**src/core/nv_supervisor_map.vh**
```
/*
  Timing constants and state codes for the nonvolatile SRAM supervisor.
  Assumes a 50 MHz mclk and a slow time base of one tick per millisecond.
*/
`ifndef NV_SUPERVISOR_MAP_VH
`define NV_SUPERVISOR_MAP_VH

`define CLK_PERIOD_NS 20
`define TICK_PERIOD_US 1000
`define TICK_CYCLES ((`TICK_PERIOD_US * 1000) / `CLK_PERIOD_NS)

`define CE_FORCE_NS 1500
`define CE_FORCE_CYCLES (`CE_FORCE_NS / `CLK_PERIOD_NS)

`define RESET_HOLD_MS 200
`define RECOVERY_MS 125
`define WINDOW_MS 1000
`define WARN_INTERVAL_MS 5000
`define NORMAL_INTERVAL_HR 24
`define NORMAL_INTERVAL_MS (`NORMAL_INTERVAL_HR * 3600 * 1000)

`define MS_TO_TICKS(ms) (((ms) * 1000) / `TICK_PERIOD_US)

`define TIMER_W 27
`define CE_CNT_W 7

`define CE_PASS 2'h0
`define CE_HOLD 2'h1
`define CE_BLOCK 2'h2

`define TEST_WAIT 1'h0
`define TEST_LOAD 1'h1

`endif

```
**src/core/slow_tick.v**
```verilog
/*
  Free-running divider that makes the slow time base for the supervisor.
  Assumes one clock; the tick is a single-cycle pulse every DIV cycles.
*/
`timescale 1ns/1ns
`default_nettype none

module slow_tick
#(
  parameter integer DIV = 50000,
  parameter integer W = 16
)
(
  input wire mclk,
  input wire sys_rst,
  output reg tick
);

  reg [W-1:0] divCount_q;
  wire atEnd;

  assign atEnd = (divCount_q == DIV[W-1:0] - {{(W-1){1'b0}}, 1'b1});

  always @(posedge mclk or posedge sys_rst)
  begin
    if (sys_rst)
    begin
      divCount_q <= {W{1'b0}};
      tick <= 1'b0;
    end
    else
    begin
      tick <= atEnd;
      if (atEnd)
        divCount_q <= {W{1'b0}};
      else
        divCount_q <= divCount_q + {{(W-1){1'b0}}, 1'b1};
    end
  end

endmodule

`default_nettype wire

```
**src/core/nv_sram_power_supervisor.v**
```verilog
/*
  Supervisor that makes a static RAM nonvolatile: supply switch control,
  chip-enable write protection, backup cell testing, warning and reset.
  Assumes every analog decision arrives as a comparator bit from a pin and
  that the open-drain outputs are resolved by the wire outside.
*/
// Rules for this block and for the system around it
// RULE_01: Cell feeds RAM below switchover and cell
// RULE_02: Supply failure blocks gated chip enable high
// RULE_03: Access in progress keeps chip enable low
// RULE_04: After release, block until supply returns
// RULE_05: Force chip enable high after 1.5 us
// RULE_06: Tolerance select picks the supply trip level
// RULE_07: Test cell periodically, pause during failure
// RULE_08: Load cell for one second per interval
// RULE_09: Low loaded cell asserts warning output
// RULE_10: Warning shortens interval to detect swaps
// RULE_11: Warning latched until cell replaced
// RULE_12: Retest cell after every supply power-up
// RULE_13: Passing test clears warning, normal interval
// RULE_14: Short swap gap needs another detach
// RULE_15: Cell ignored between scheduled tests
// RULE_16: System powers up periodically, checks data
// RULE_17: Reset asserted while supply below trip
// RULE_18: Reset held 200 ms after power-up
// RULE_19: Storage mode until first supply cycle
// RULE_20: Operator keeps swap gap of 7 s
// RULE_21: Warning within one second of expiry
// RULE_22: Comparator bits in, slow tick timers
`timescale 1ns/1ns
`default_nettype none
`include "nv_supervisor_map.vh"

module nv_sram_power_supervisor
#(
  parameter integer TICK_DIV = `TICK_CYCLES,
  parameter integer RESET_HOLD_TICKS = `MS_TO_TICKS(`RESET_HOLD_MS),
  parameter integer RECOVERY_TICKS = `MS_TO_TICKS(`RECOVERY_MS),
  parameter integer WINDOW_TICKS = `MS_TO_TICKS(`WINDOW_MS),
  parameter integer WARN_TICKS = `MS_TO_TICKS(`WARN_INTERVAL_MS),
  parameter integer NORMAL_TICKS = `MS_TO_TICKS(`NORMAL_INTERVAL_MS)
)
(
  input wire mclk,
  input wire sys_rst,
  input wire hostChipEnableInN,
  input wire toleranceSelect,
  input wire mainAboveTrip30,
  input wire mainAboveTrip27,
  input wire mainAboveSwitchover,
  input wire mainAboveCell,
  input wire cellAboveTrip,
  input wire cellPresent,
  output reg sramChipEnableGatedN,
  output reg cellToSramSupply,
  output reg cellTestLoadOn,
  output reg storageMode,
  output wire cellWarningNOut,
  output reg cellWarningNOe,
  output wire processorResetNOut,
  output reg processorResetNOe
);

  localparam integer NSYNC = 8;
  localparam integer CE_FORCE_I = `CE_FORCE_CYCLES;
  localparam [`CE_CNT_W-1:0] CE_FORCE = CE_FORCE_I[`CE_CNT_W-1:0];
  localparam [`TIMER_W-1:0] ONE = {{(`TIMER_W-1){1'b0}}, 1'b1};

  // Synchroniser stages; stage A is read only by stage B
  reg [NSYNC-1:0] syncA_q;
  reg [NSYNC-1:0] syncB_q;
  wire [NSYNC-1:0] rawIn;
  wire ceInN;
  wire tolSel;
  wire above30;
  wire above27;
  wire aboveSw;
  wire aboveCell;
  wire cellOk;
  wire cellThere;
  wire supplyOk;
  wire tick;

  reg supplyOkPrev_q;
  wire powerUp;

  reg [1:0] ceState_q;
  reg [1:0] ceState_d;
  reg [`CE_CNT_W-1:0] ceCount_q;
  reg [`CE_CNT_W-1:0] ceCount_d;
  reg ceOut_d;

  reg [`TIMER_W-1:0] rstTimer_q;
  reg rstHold_q;

  reg armed_q;

  reg testState_q;
  reg [`TIMER_W-1:0] testTimer_q;
  reg failSeen_q;
  reg absentSeen_q;
  reg removedSeen_q;
  reg firstTest_q;
  reg warning_q;

  function timerDone;
    input [`TIMER_W-1:0] count;
    input integer limit;
    begin
      timerDone = (count >= limit[`TIMER_W-1:0] - ONE);
    end
  endfunction

  assign rawIn = {cellPresent, cellAboveTrip, mainAboveCell, mainAboveSwitchover,
                  mainAboveTrip27, mainAboveTrip30, toleranceSelect, hostChipEnableInN};

  genvar g;
  generate
    for (g = 0; g < NSYNC; g = g + 1)
    begin : syncBit
      always @(posedge mclk or posedge sys_rst)
      begin
        if (sys_rst)
        begin
          // Chip enable idles high; everything else idles low
          syncA_q[g] <= (g == 0) ? 1'b1 : 1'b0;
          syncB_q[g] <= (g == 0) ? 1'b1 : 1'b0;
        end
        else
        begin
          syncA_q[g] <= rawIn[g];
          syncB_q[g] <= syncA_q[g];
        end
      end
    end
  endgenerate

  assign ceInN = syncB_q[0];
  assign tolSel = syncB_q[1];
  assign above30 = syncB_q[2];
  assign above27 = syncB_q[3];
  assign aboveSw = syncB_q[4];
  assign aboveCell = syncB_q[5];
  assign cellOk = syncB_q[6];
  assign cellThere = syncB_q[7];

  // Grounded select trips at the 3.0 V level, tied high at the 2.7 V level
  assign supplyOk = tolSel ? above27 : above30; // [RULE_06]

  slow_tick
  #(
    .DIV(TICK_DIV),
    .W(16)
  )
  timeBase
  (
    .mclk(mclk),
    .sys_rst(sys_rst),
    .tick(tick)
  ); // [RULE_22]

  always @(posedge mclk or posedge sys_rst)
  begin
    if (sys_rst)
      supplyOkPrev_q <= 1'b0;
    else
      supplyOkPrev_q <= supplyOk;
  end

  assign powerUp = supplyOk & ~supplyOkPrev_q;

  // Chip-enable gate: lets a running access go on for up to 1.5 us, then blocks
  always @*
  begin
    ceState_d = ceState_q;
    ceCount_d = ceCount_q;
    ceOut_d = 1'b1;
    case (ceState_q)
      `CE_PASS:
      begin
        ceOut_d = ceInN;
        if (!supplyOk)
        begin
          ceCount_d = {`CE_CNT_W{1'b0}};
          if (!ceInN)
          begin
            ceState_d = `CE_HOLD; // [RULE_03]
            ceOut_d = 1'b0;
          end
          else
          begin
            ceState_d = `CE_BLOCK; // [RULE_02]
            ceOut_d = 1'b1;
          end
        end
      end
      `CE_HOLD:
      begin
        ceOut_d = 1'b0; // [RULE_03]
        ceCount_d = ceCount_q + {{(`CE_CNT_W-1){1'b0}}, 1'b1};
        if (ceInN)
        begin
          ceState_d = `CE_BLOCK; // [RULE_04]
          ceOut_d = 1'b1;
        end
        else if (ceCount_q >= CE_FORCE - {{(`CE_CNT_W-1){1'b0}}, 1'b1})
        begin
          ceState_d = `CE_BLOCK; // [RULE_05]
          ceOut_d = 1'b1;
        end
      end
      `CE_BLOCK:
      begin
        ceOut_d = 1'b1; // [RULE_02]
        if (supplyOk)
        begin
          ceState_d = `CE_PASS; // [RULE_04]
          ceOut_d = ceInN;
        end
      end
      default:
      begin
        ceState_d = `CE_BLOCK;
        ceOut_d = 1'b1;
      end
    endcase
  end

  always @(posedge mclk or posedge sys_rst)
  begin
    if (sys_rst)
    begin
      ceState_q <= `CE_BLOCK;
      ceCount_q <= {`CE_CNT_W{1'b0}};
      sramChipEnableGatedN <= 1'b1;
    end
    else
    begin
      ceState_q <= ceState_d;
      ceCount_q <= ceCount_d;
      sramChipEnableGatedN <= ceOut_d;
    end
  end

  // Processor reset: immediate on failure, stretched on power-up
  always @(posedge mclk or posedge sys_rst)
  begin
    if (sys_rst)
    begin
      rstTimer_q <= {`TIMER_W{1'b0}};
      rstHold_q <= 1'b1;
      processorResetNOe <= 1'b1;
    end
    else
    begin
      if (!supplyOk)
      begin
        rstTimer_q <= {`TIMER_W{1'b0}};
        rstHold_q <= 1'b1; // [RULE_17]
      end
      else if (rstHold_q && tick)
      begin
        if (timerDone(rstTimer_q, RESET_HOLD_TICKS))
          rstHold_q <= 1'b0; // [RULE_18]
        else
          rstTimer_q <= rstTimer_q + ONE;
      end
      processorResetNOe <= !supplyOk | rstHold_q; // [RULE_17]
    end
  end

  assign processorResetNOut = 1'b0;

  // Storage mode: no backup until one full supply cycle is seen
  always @(posedge mclk or posedge sys_rst)
  begin
    if (sys_rst)
    begin
      armed_q <= 1'b0;
      storageMode <= 1'b1;
      cellToSramSupply <= 1'b0;
    end
    else
    begin
      if (supplyOk)
        armed_q <= 1'b1;
      if (storageMode && armed_q && !aboveSw && !aboveCell)
        storageMode <= 1'b0; // [RULE_19]
      cellToSramSupply <= !storageMode && !aboveSw && !aboveCell; // [RULE_01]
    end
  end

  // Cell test scheduler; the timer only advances with supply good
  always @(posedge mclk or posedge sys_rst)
  begin
    if (sys_rst)
    begin
      testState_q <= `TEST_WAIT;
      testTimer_q <= {`TIMER_W{1'b0}};
      failSeen_q <= 1'b0;
      absentSeen_q <= 1'b0;
      removedSeen_q <= 1'b0;
      firstTest_q <= 1'b1;
      warning_q <= 1'b0;
      cellTestLoadOn <= 1'b0;
    end
    else if (!supplyOk)
    begin
      // Failure aborts a window; the next power-up retests anyway
      testState_q <= `TEST_WAIT; // [RULE_07]
      testTimer_q <= {`TIMER_W{1'b0}};
      cellTestLoadOn <= 1'b0;
      failSeen_q <= 1'b0;
      absentSeen_q <= 1'b0;
    end
    else if (powerUp)
    begin
      testState_q <= `TEST_WAIT;
      testTimer_q <= {`TIMER_W{1'b0}};
      firstTest_q <= 1'b1; // [RULE_12]
    end
    else
    begin
      case (testState_q)
        `TEST_WAIT:
        begin
          if (tick)
          begin
            if ((firstTest_q && timerDone(testTimer_q, RECOVERY_TICKS)) || // [RULE_07]
                (!firstTest_q && warning_q && timerDone(testTimer_q, WARN_TICKS)) || // [RULE_10]
                (!firstTest_q && !warning_q && timerDone(testTimer_q, NORMAL_TICKS)))
            begin
              testState_q <= `TEST_LOAD;
              testTimer_q <= {`TIMER_W{1'b0}};
              cellTestLoadOn <= 1'b1; // [RULE_08]
              failSeen_q <= 1'b0;
              absentSeen_q <= 1'b0;
            end
            else
              testTimer_q <= testTimer_q + ONE;
          end
        end
        `TEST_LOAD:
        begin
          // Cell comparators only matter inside the window
          if (!cellOk)
            failSeen_q <= 1'b1; // [RULE_09] [RULE_15]
          if (!cellThere)
            absentSeen_q <= 1'b1; // [RULE_14]
          if (tick)
          begin
            if (timerDone(testTimer_q, WINDOW_TICKS))
            begin
              testState_q <= `TEST_WAIT;
              testTimer_q <= {`TIMER_W{1'b0}};
              cellTestLoadOn <= 1'b0;
              firstTest_q <= 1'b0;
              if (failSeen_q || !cellOk)
              begin
                warning_q <= 1'b1; // [RULE_09] [RULE_21]
                if (absentSeen_q || !cellThere)
                  removedSeen_q <= 1'b1; // [RULE_14]
              end
              else if (!warning_q || removedSeen_q || firstTest_q)
              begin
                // Good cell clears only after a swap or on power-up retest
                warning_q <= 1'b0; // [RULE_13] [RULE_11]
                removedSeen_q <= 1'b0;
              end
            end
            else
              testTimer_q <= testTimer_q + ONE;
          end
        end
        default:
        begin
          testState_q <= `TEST_WAIT;
          cellTestLoadOn <= 1'b0;
        end
      endcase
    end
  end

  // Warning survives supply loss; it is driven whenever set, with supply up or down
  always @(posedge mclk or posedge sys_rst)
  begin
    if (sys_rst)
      cellWarningNOe <= 1'b0;
    else
      cellWarningNOe <= warning_q; // [RULE_11]
  end

  assign cellWarningNOut = 1'b0;

endmodule

`default_nettype wire

```
**config.mk**
```make
export PLATFORM = sky130hd
export DESIGN_NAME = nv_sram_power_supervisor
export DESIGN_NICKNAME = d
export VERILOG_FILES = /design/src/core/slow_tick.v /design/src/core/nv_sram_power_supervisor.v
export VERILOG_INCLUDE_DIRS = /design/src /design/src/core
export SDC_FILE = /design/constraint.sdc
export NUM_CORES = 1
export LEC_CHECK = 0
export BUFFER_PORTS_ARGS = -buffer_cell sky130_fd_sc_hd__buf_2
export CORE_ASPECT_RATIO = 1.1
export CORE_MARGIN = 1
export CORE_UTILIZATION = 45
export DETAILED_ROUTE_END_ITERATION = 6
export PLACE_DENSITY = 0.6
export SLEW_MARGIN = 20
export SYNTH_ARGS = -nofsm -noshare
export SYNTH_HDL_FRONTEND = slang
export SYNTH_SLANG_ARGS = --single-unit
```
**constraint.sdc**
```tcl
create_clock -name mclk -period 4.55 [get_ports mclk]
set_clock_uncertainty 0.1 [all_clocks]
set_input_delay 0.91 -clock mclk [delete_from_list [all_inputs] [get_ports mclk]]
set_output_delay 0.91 -clock mclk [all_outputs]
set_load 0.05 [all_outputs]
```
==> impl_metrics.tcl <==
set metrics [dict create \
    ys_async_sr_fraction_pct 100 \
    dieWidth_microns 105 \
    cts-resized-gates 0 \
    cts_buffers 9 \
    cts_setup_buffers 0 \
    postCtsHoldBufs 0 \
    vdd_drop_max_mv 0.202 \
    die_y_microns 115 \
    dp_hpwl_mm 6.97 \
    pwr-share-clk_pct 41.1 \
    slowest_stage "o21ai_1" \
    min_path_type "reg2reg" \
    ctsHtreeMaxLevel 3 \
    start_util_pct 47.1 \
    fp.dieArea_sq_mm 0.0121 \
    wl_mm 10.2 \
    cp.arrival_ns 2.89 \
    grt_pass1_wl_mm 17.9 \
    period_share_pct 61.5 \
    final.setup.tns_ns 0 \
    synth_area_per_cell_sq_um 10.2 \
    synth_edf_count 0 \
    period_needed_ns 2.80 \
    vias_per_cell 5.61 \
    dr.first_iter.drc_count 158 \
    relSlewSlack_pct 40.1 \
    path_clk_slew_ns 0.07 \
    run_status "completed" \
    slew_violations 0 \
    slowest_delay_ns 0.73 \
    fillers 1014 \
    cpMostUsedCell "o21ai_0" \
    cts_buffer_depth 2 \
    ys_ff_latch 111 \
    internal_power_w 0.00144 \
    drt_pass1_iterations 4 \
    cts_tree "built" \
    critPathCaptureType "flop" \
    track_usage_pct 18.8 \
    drv_cap 0 \
    crit_type "reg2reg" \
    wl_per_cell_microns 15.1 \
    rsz0062_at_grt "no" \
    fin_nets 538 \
    netlist_area_sq_mm 0.00523 \
    path_cells "nor4_2 > nand2_1 > a2111oi_2 > o21ai_0 > o21ai_1 > o21ai_0" \
    num_rows 40 \
    worst_ep_required_time_ns 4.64 \
    p_leak_nw 2.48 \
    p_switching_w 0.000419 \
    area_growth_pct 9.40 \
    gp_congestion 0.838 \
    crit_path_start_kind "flop" \
    grt-ovfl-total 0 \
    core_sq_mm 0.0111 \
    ys.flop_type "dfrtp_1" \
    antenna_found_initial 0 \
    power_density_mw_per_mm2 325 \
    ys_types 60 \
    fin_area_sq_mm 0.00573 \
    tightest_slew_ns 0.893 \
    yosysWarnings 0 \
    drive_gt1_share_pct 11.8 \
    num_io_pins 18 \
    ys_seq_area_share_pct 53.3 \
    clock_sinks 111 \
    cp_max_fo 12 \
    setup_viol 0 \
    grt_pass1_vias 3753 \
    timing_hold_violations_final 0 \
    synth_cells 513 \
    clk_latency_ns 0.35 \
    ant_nets 0 \
    cts-root-buf "clkbuf_16" \
    grt_max_degree 68 \
    total_power_w 0.00186 \
    io_buffers 15 \
    drc 0 \
    n_antenna_cell 0 \
    power_frac_comb_pct 4.2 \
    sequentialPowerShare_pct 54.7 \
    vias 3775 \
    place_area_sq_mm 0.00543 \
    sw_frac_of_total_pct 22.5 \
    clock.fmax_ghz 0.357 \
]
-- Yosys cell counts, types with 2 or more instances --
master	instances	area [sq um]
nand4_1	23	144
o21a_1	8	60.1
o21ai_0	27	135
a31oi_1	7	43.8
nand2_1	42	158
nand3_1	16	80.1
nor4_2	5	62.6
nor4_4	2	42.5
clkbuf_1	18	67.6
nor2b_1	2	12.5
a2111oi_2	2	30.0
dfrtp_1	103	2580
nand2b_1	8	50.1
a21oi_1	11	55.1
buf_2	2	10.0
o32ai_1	2	17.5
ha_1	7	87.6
o21ai_1	8	40.0
o2111ai_1	3	26.3
or4b_1	2	20.0
mux2i_1	5	50.1
nor4_1	9	56.3
nor3_1	12	60.1
inv_1	22	82.6
o211ai_1	2	15.0
buf_4	2	15.0
or2_2	4	25.0
o22ai_1	4	25.0
xnor2_1	12	105
and2_1	10	62.6
dfstp_2	8	210
a211o_1	2	17.5
a211oi_1	2	15.0
and3_1	19	119
a21boi_0	3	22.5
or3_1	8	50.1
nor2_1	55	206
xor2_1	14	123
-- final cells by class --
cell class                 instances  area, sq um  area share [%]
sequential                       111         2790            48.7
inverter                          22         85.1            1.49
tap                              147          184            3.21
clock inverter                     3         22.5           0.393
clock buffer                      13          270            4.72
multi-input combinational        359         2280            39.8
timing repair buffer              18         97.6            1.70
-- cell families (layout without fill, tap and decap cells) --
group                      count (synthesis)  after routing  synth area share [%]
AOI/OAI and AO/OA                         96             96                  13.4
xor gates and xnor gates                  26             26                  4.35
adders and majority gates                  7              7                  1.67
buffers and inverters                     44             56                  3.35
DFF                                      111            111                  53.3
muxes                                      5              5                 0.956
other                                      1              2                0.0717
and+or+nand+nor                          223            223                  23.0
-- placed cells by master (no fill, tap or decap), types with 7 or more instances in the layout --
cell type	count
a31oi_1	7
and3_1	19
a21oi_1	11
nand3_1	16
dfstp_2	8
or3_1	8
nand2_1	42
clkbuf_16	9
and2_1	10
dfrtp_1	103
o21ai_1	8
nor2_1	55
nor4_1	9
nand2b_1	8
nor3_1	12
xnor2_1	12
ha_1	7
inv_1	21
o21ai_0	27
nand4_1	23
buf_2	15
xor2_1	14
o21a_1	8
-- per-layer routing --
| layer | vias to the layer above | routed length (microns) | share of wire, % | global-route usage (%) |
|---|---|---|---|---|
| li1 | 1838 | - | - | - |
| met1 | 1879 | 4730 | 46 | 24.3 |
| met2 | 51 | 5050 | 50 | 31.2 |
| met3 | 7 | 297 | 2.9 | 4.54 |
| met4 | 0 | 110 | 1.1 | 6.57 |
| met5 | - | 0 | 0 | 0 |
-- worst max-delay path, delay by kind of cell, from the launching register on --
kind | cells | cell delay, ns
AOI/OAI and AO/OA | 4 | 1.54
DFF | 1 | 0.47
and+or+nand+nor | 2 | 0.53
-- power by group through the flow --
stage / registers, W / clock network (W) / logic [W]
3_3_place_gp: 0.00104 / 0 / 0.0000791
2_1_floorplan: 0.00104 / 0 / 0.0000558
3_5_place_dp: 0.00104 / 0 / 0.0000808
5_1_grt: 0.00102 / 0.000831 / 0.0000898
4_1_cts: 0.00102 / 0.000793 / 0.0000813
6_report: 0.00102 / 0.000765 / 0.0000787
-- flip-flops by register name, indices dropped and copies added, names as in the netlist, 2 cells and up --
| signal | flops |
|---|---|
| rstTimer_q | 27 |
| testTimer_q | 27 |
| timeBase.divCount_q | 16 |
| syncA_q | 8 |
| ceCount_q | 7 |
| ceState_q | 2 |
-- metrics by stage --
step,hold WS [ns],utilization (%),instances,setup slack (ns)
after floorplan,0.231,-,514,0.623
after global placement,0.236,48.9,657,1.80
after detailed placement,0.236,48.9,657,1.70
after CTS,0.250,51.5,673,1.71
after global routing,0.250,51.5,673,1.50
final,0.247,51.5,673,1.75
-- final timing paths --
kind	start	cells after the start	slack [ns]	endpoint
setup / recovery	testTimer_q[13]$_DFFE_PP0P_	6	1.75	testTimer_q[8]$_DFFE_PP0P_
hold / removal	syncA_q[1]$_DFF_PP0_	0	0.25	tolSel$_DFF_PP0_
setup reg to reg	testTimer_q[13]$_DFFE_PP0P_	6	1.75	testTimer_q[8]$_DFFE_PP0P_
hold reg to reg	syncA_q[1]$_DFF_PP0_	0	0.25	tolSel$_DFF_PP0_
max in group asynchronous	sys_rst	3	2.83	storageMode$_DFFE_PP1P_
min in group asynchronous	sys_rst	2	0.62	ceState_q[0]$_DFFE_PP0P_
Note: power is estimated with default switching activity, not from simulation.
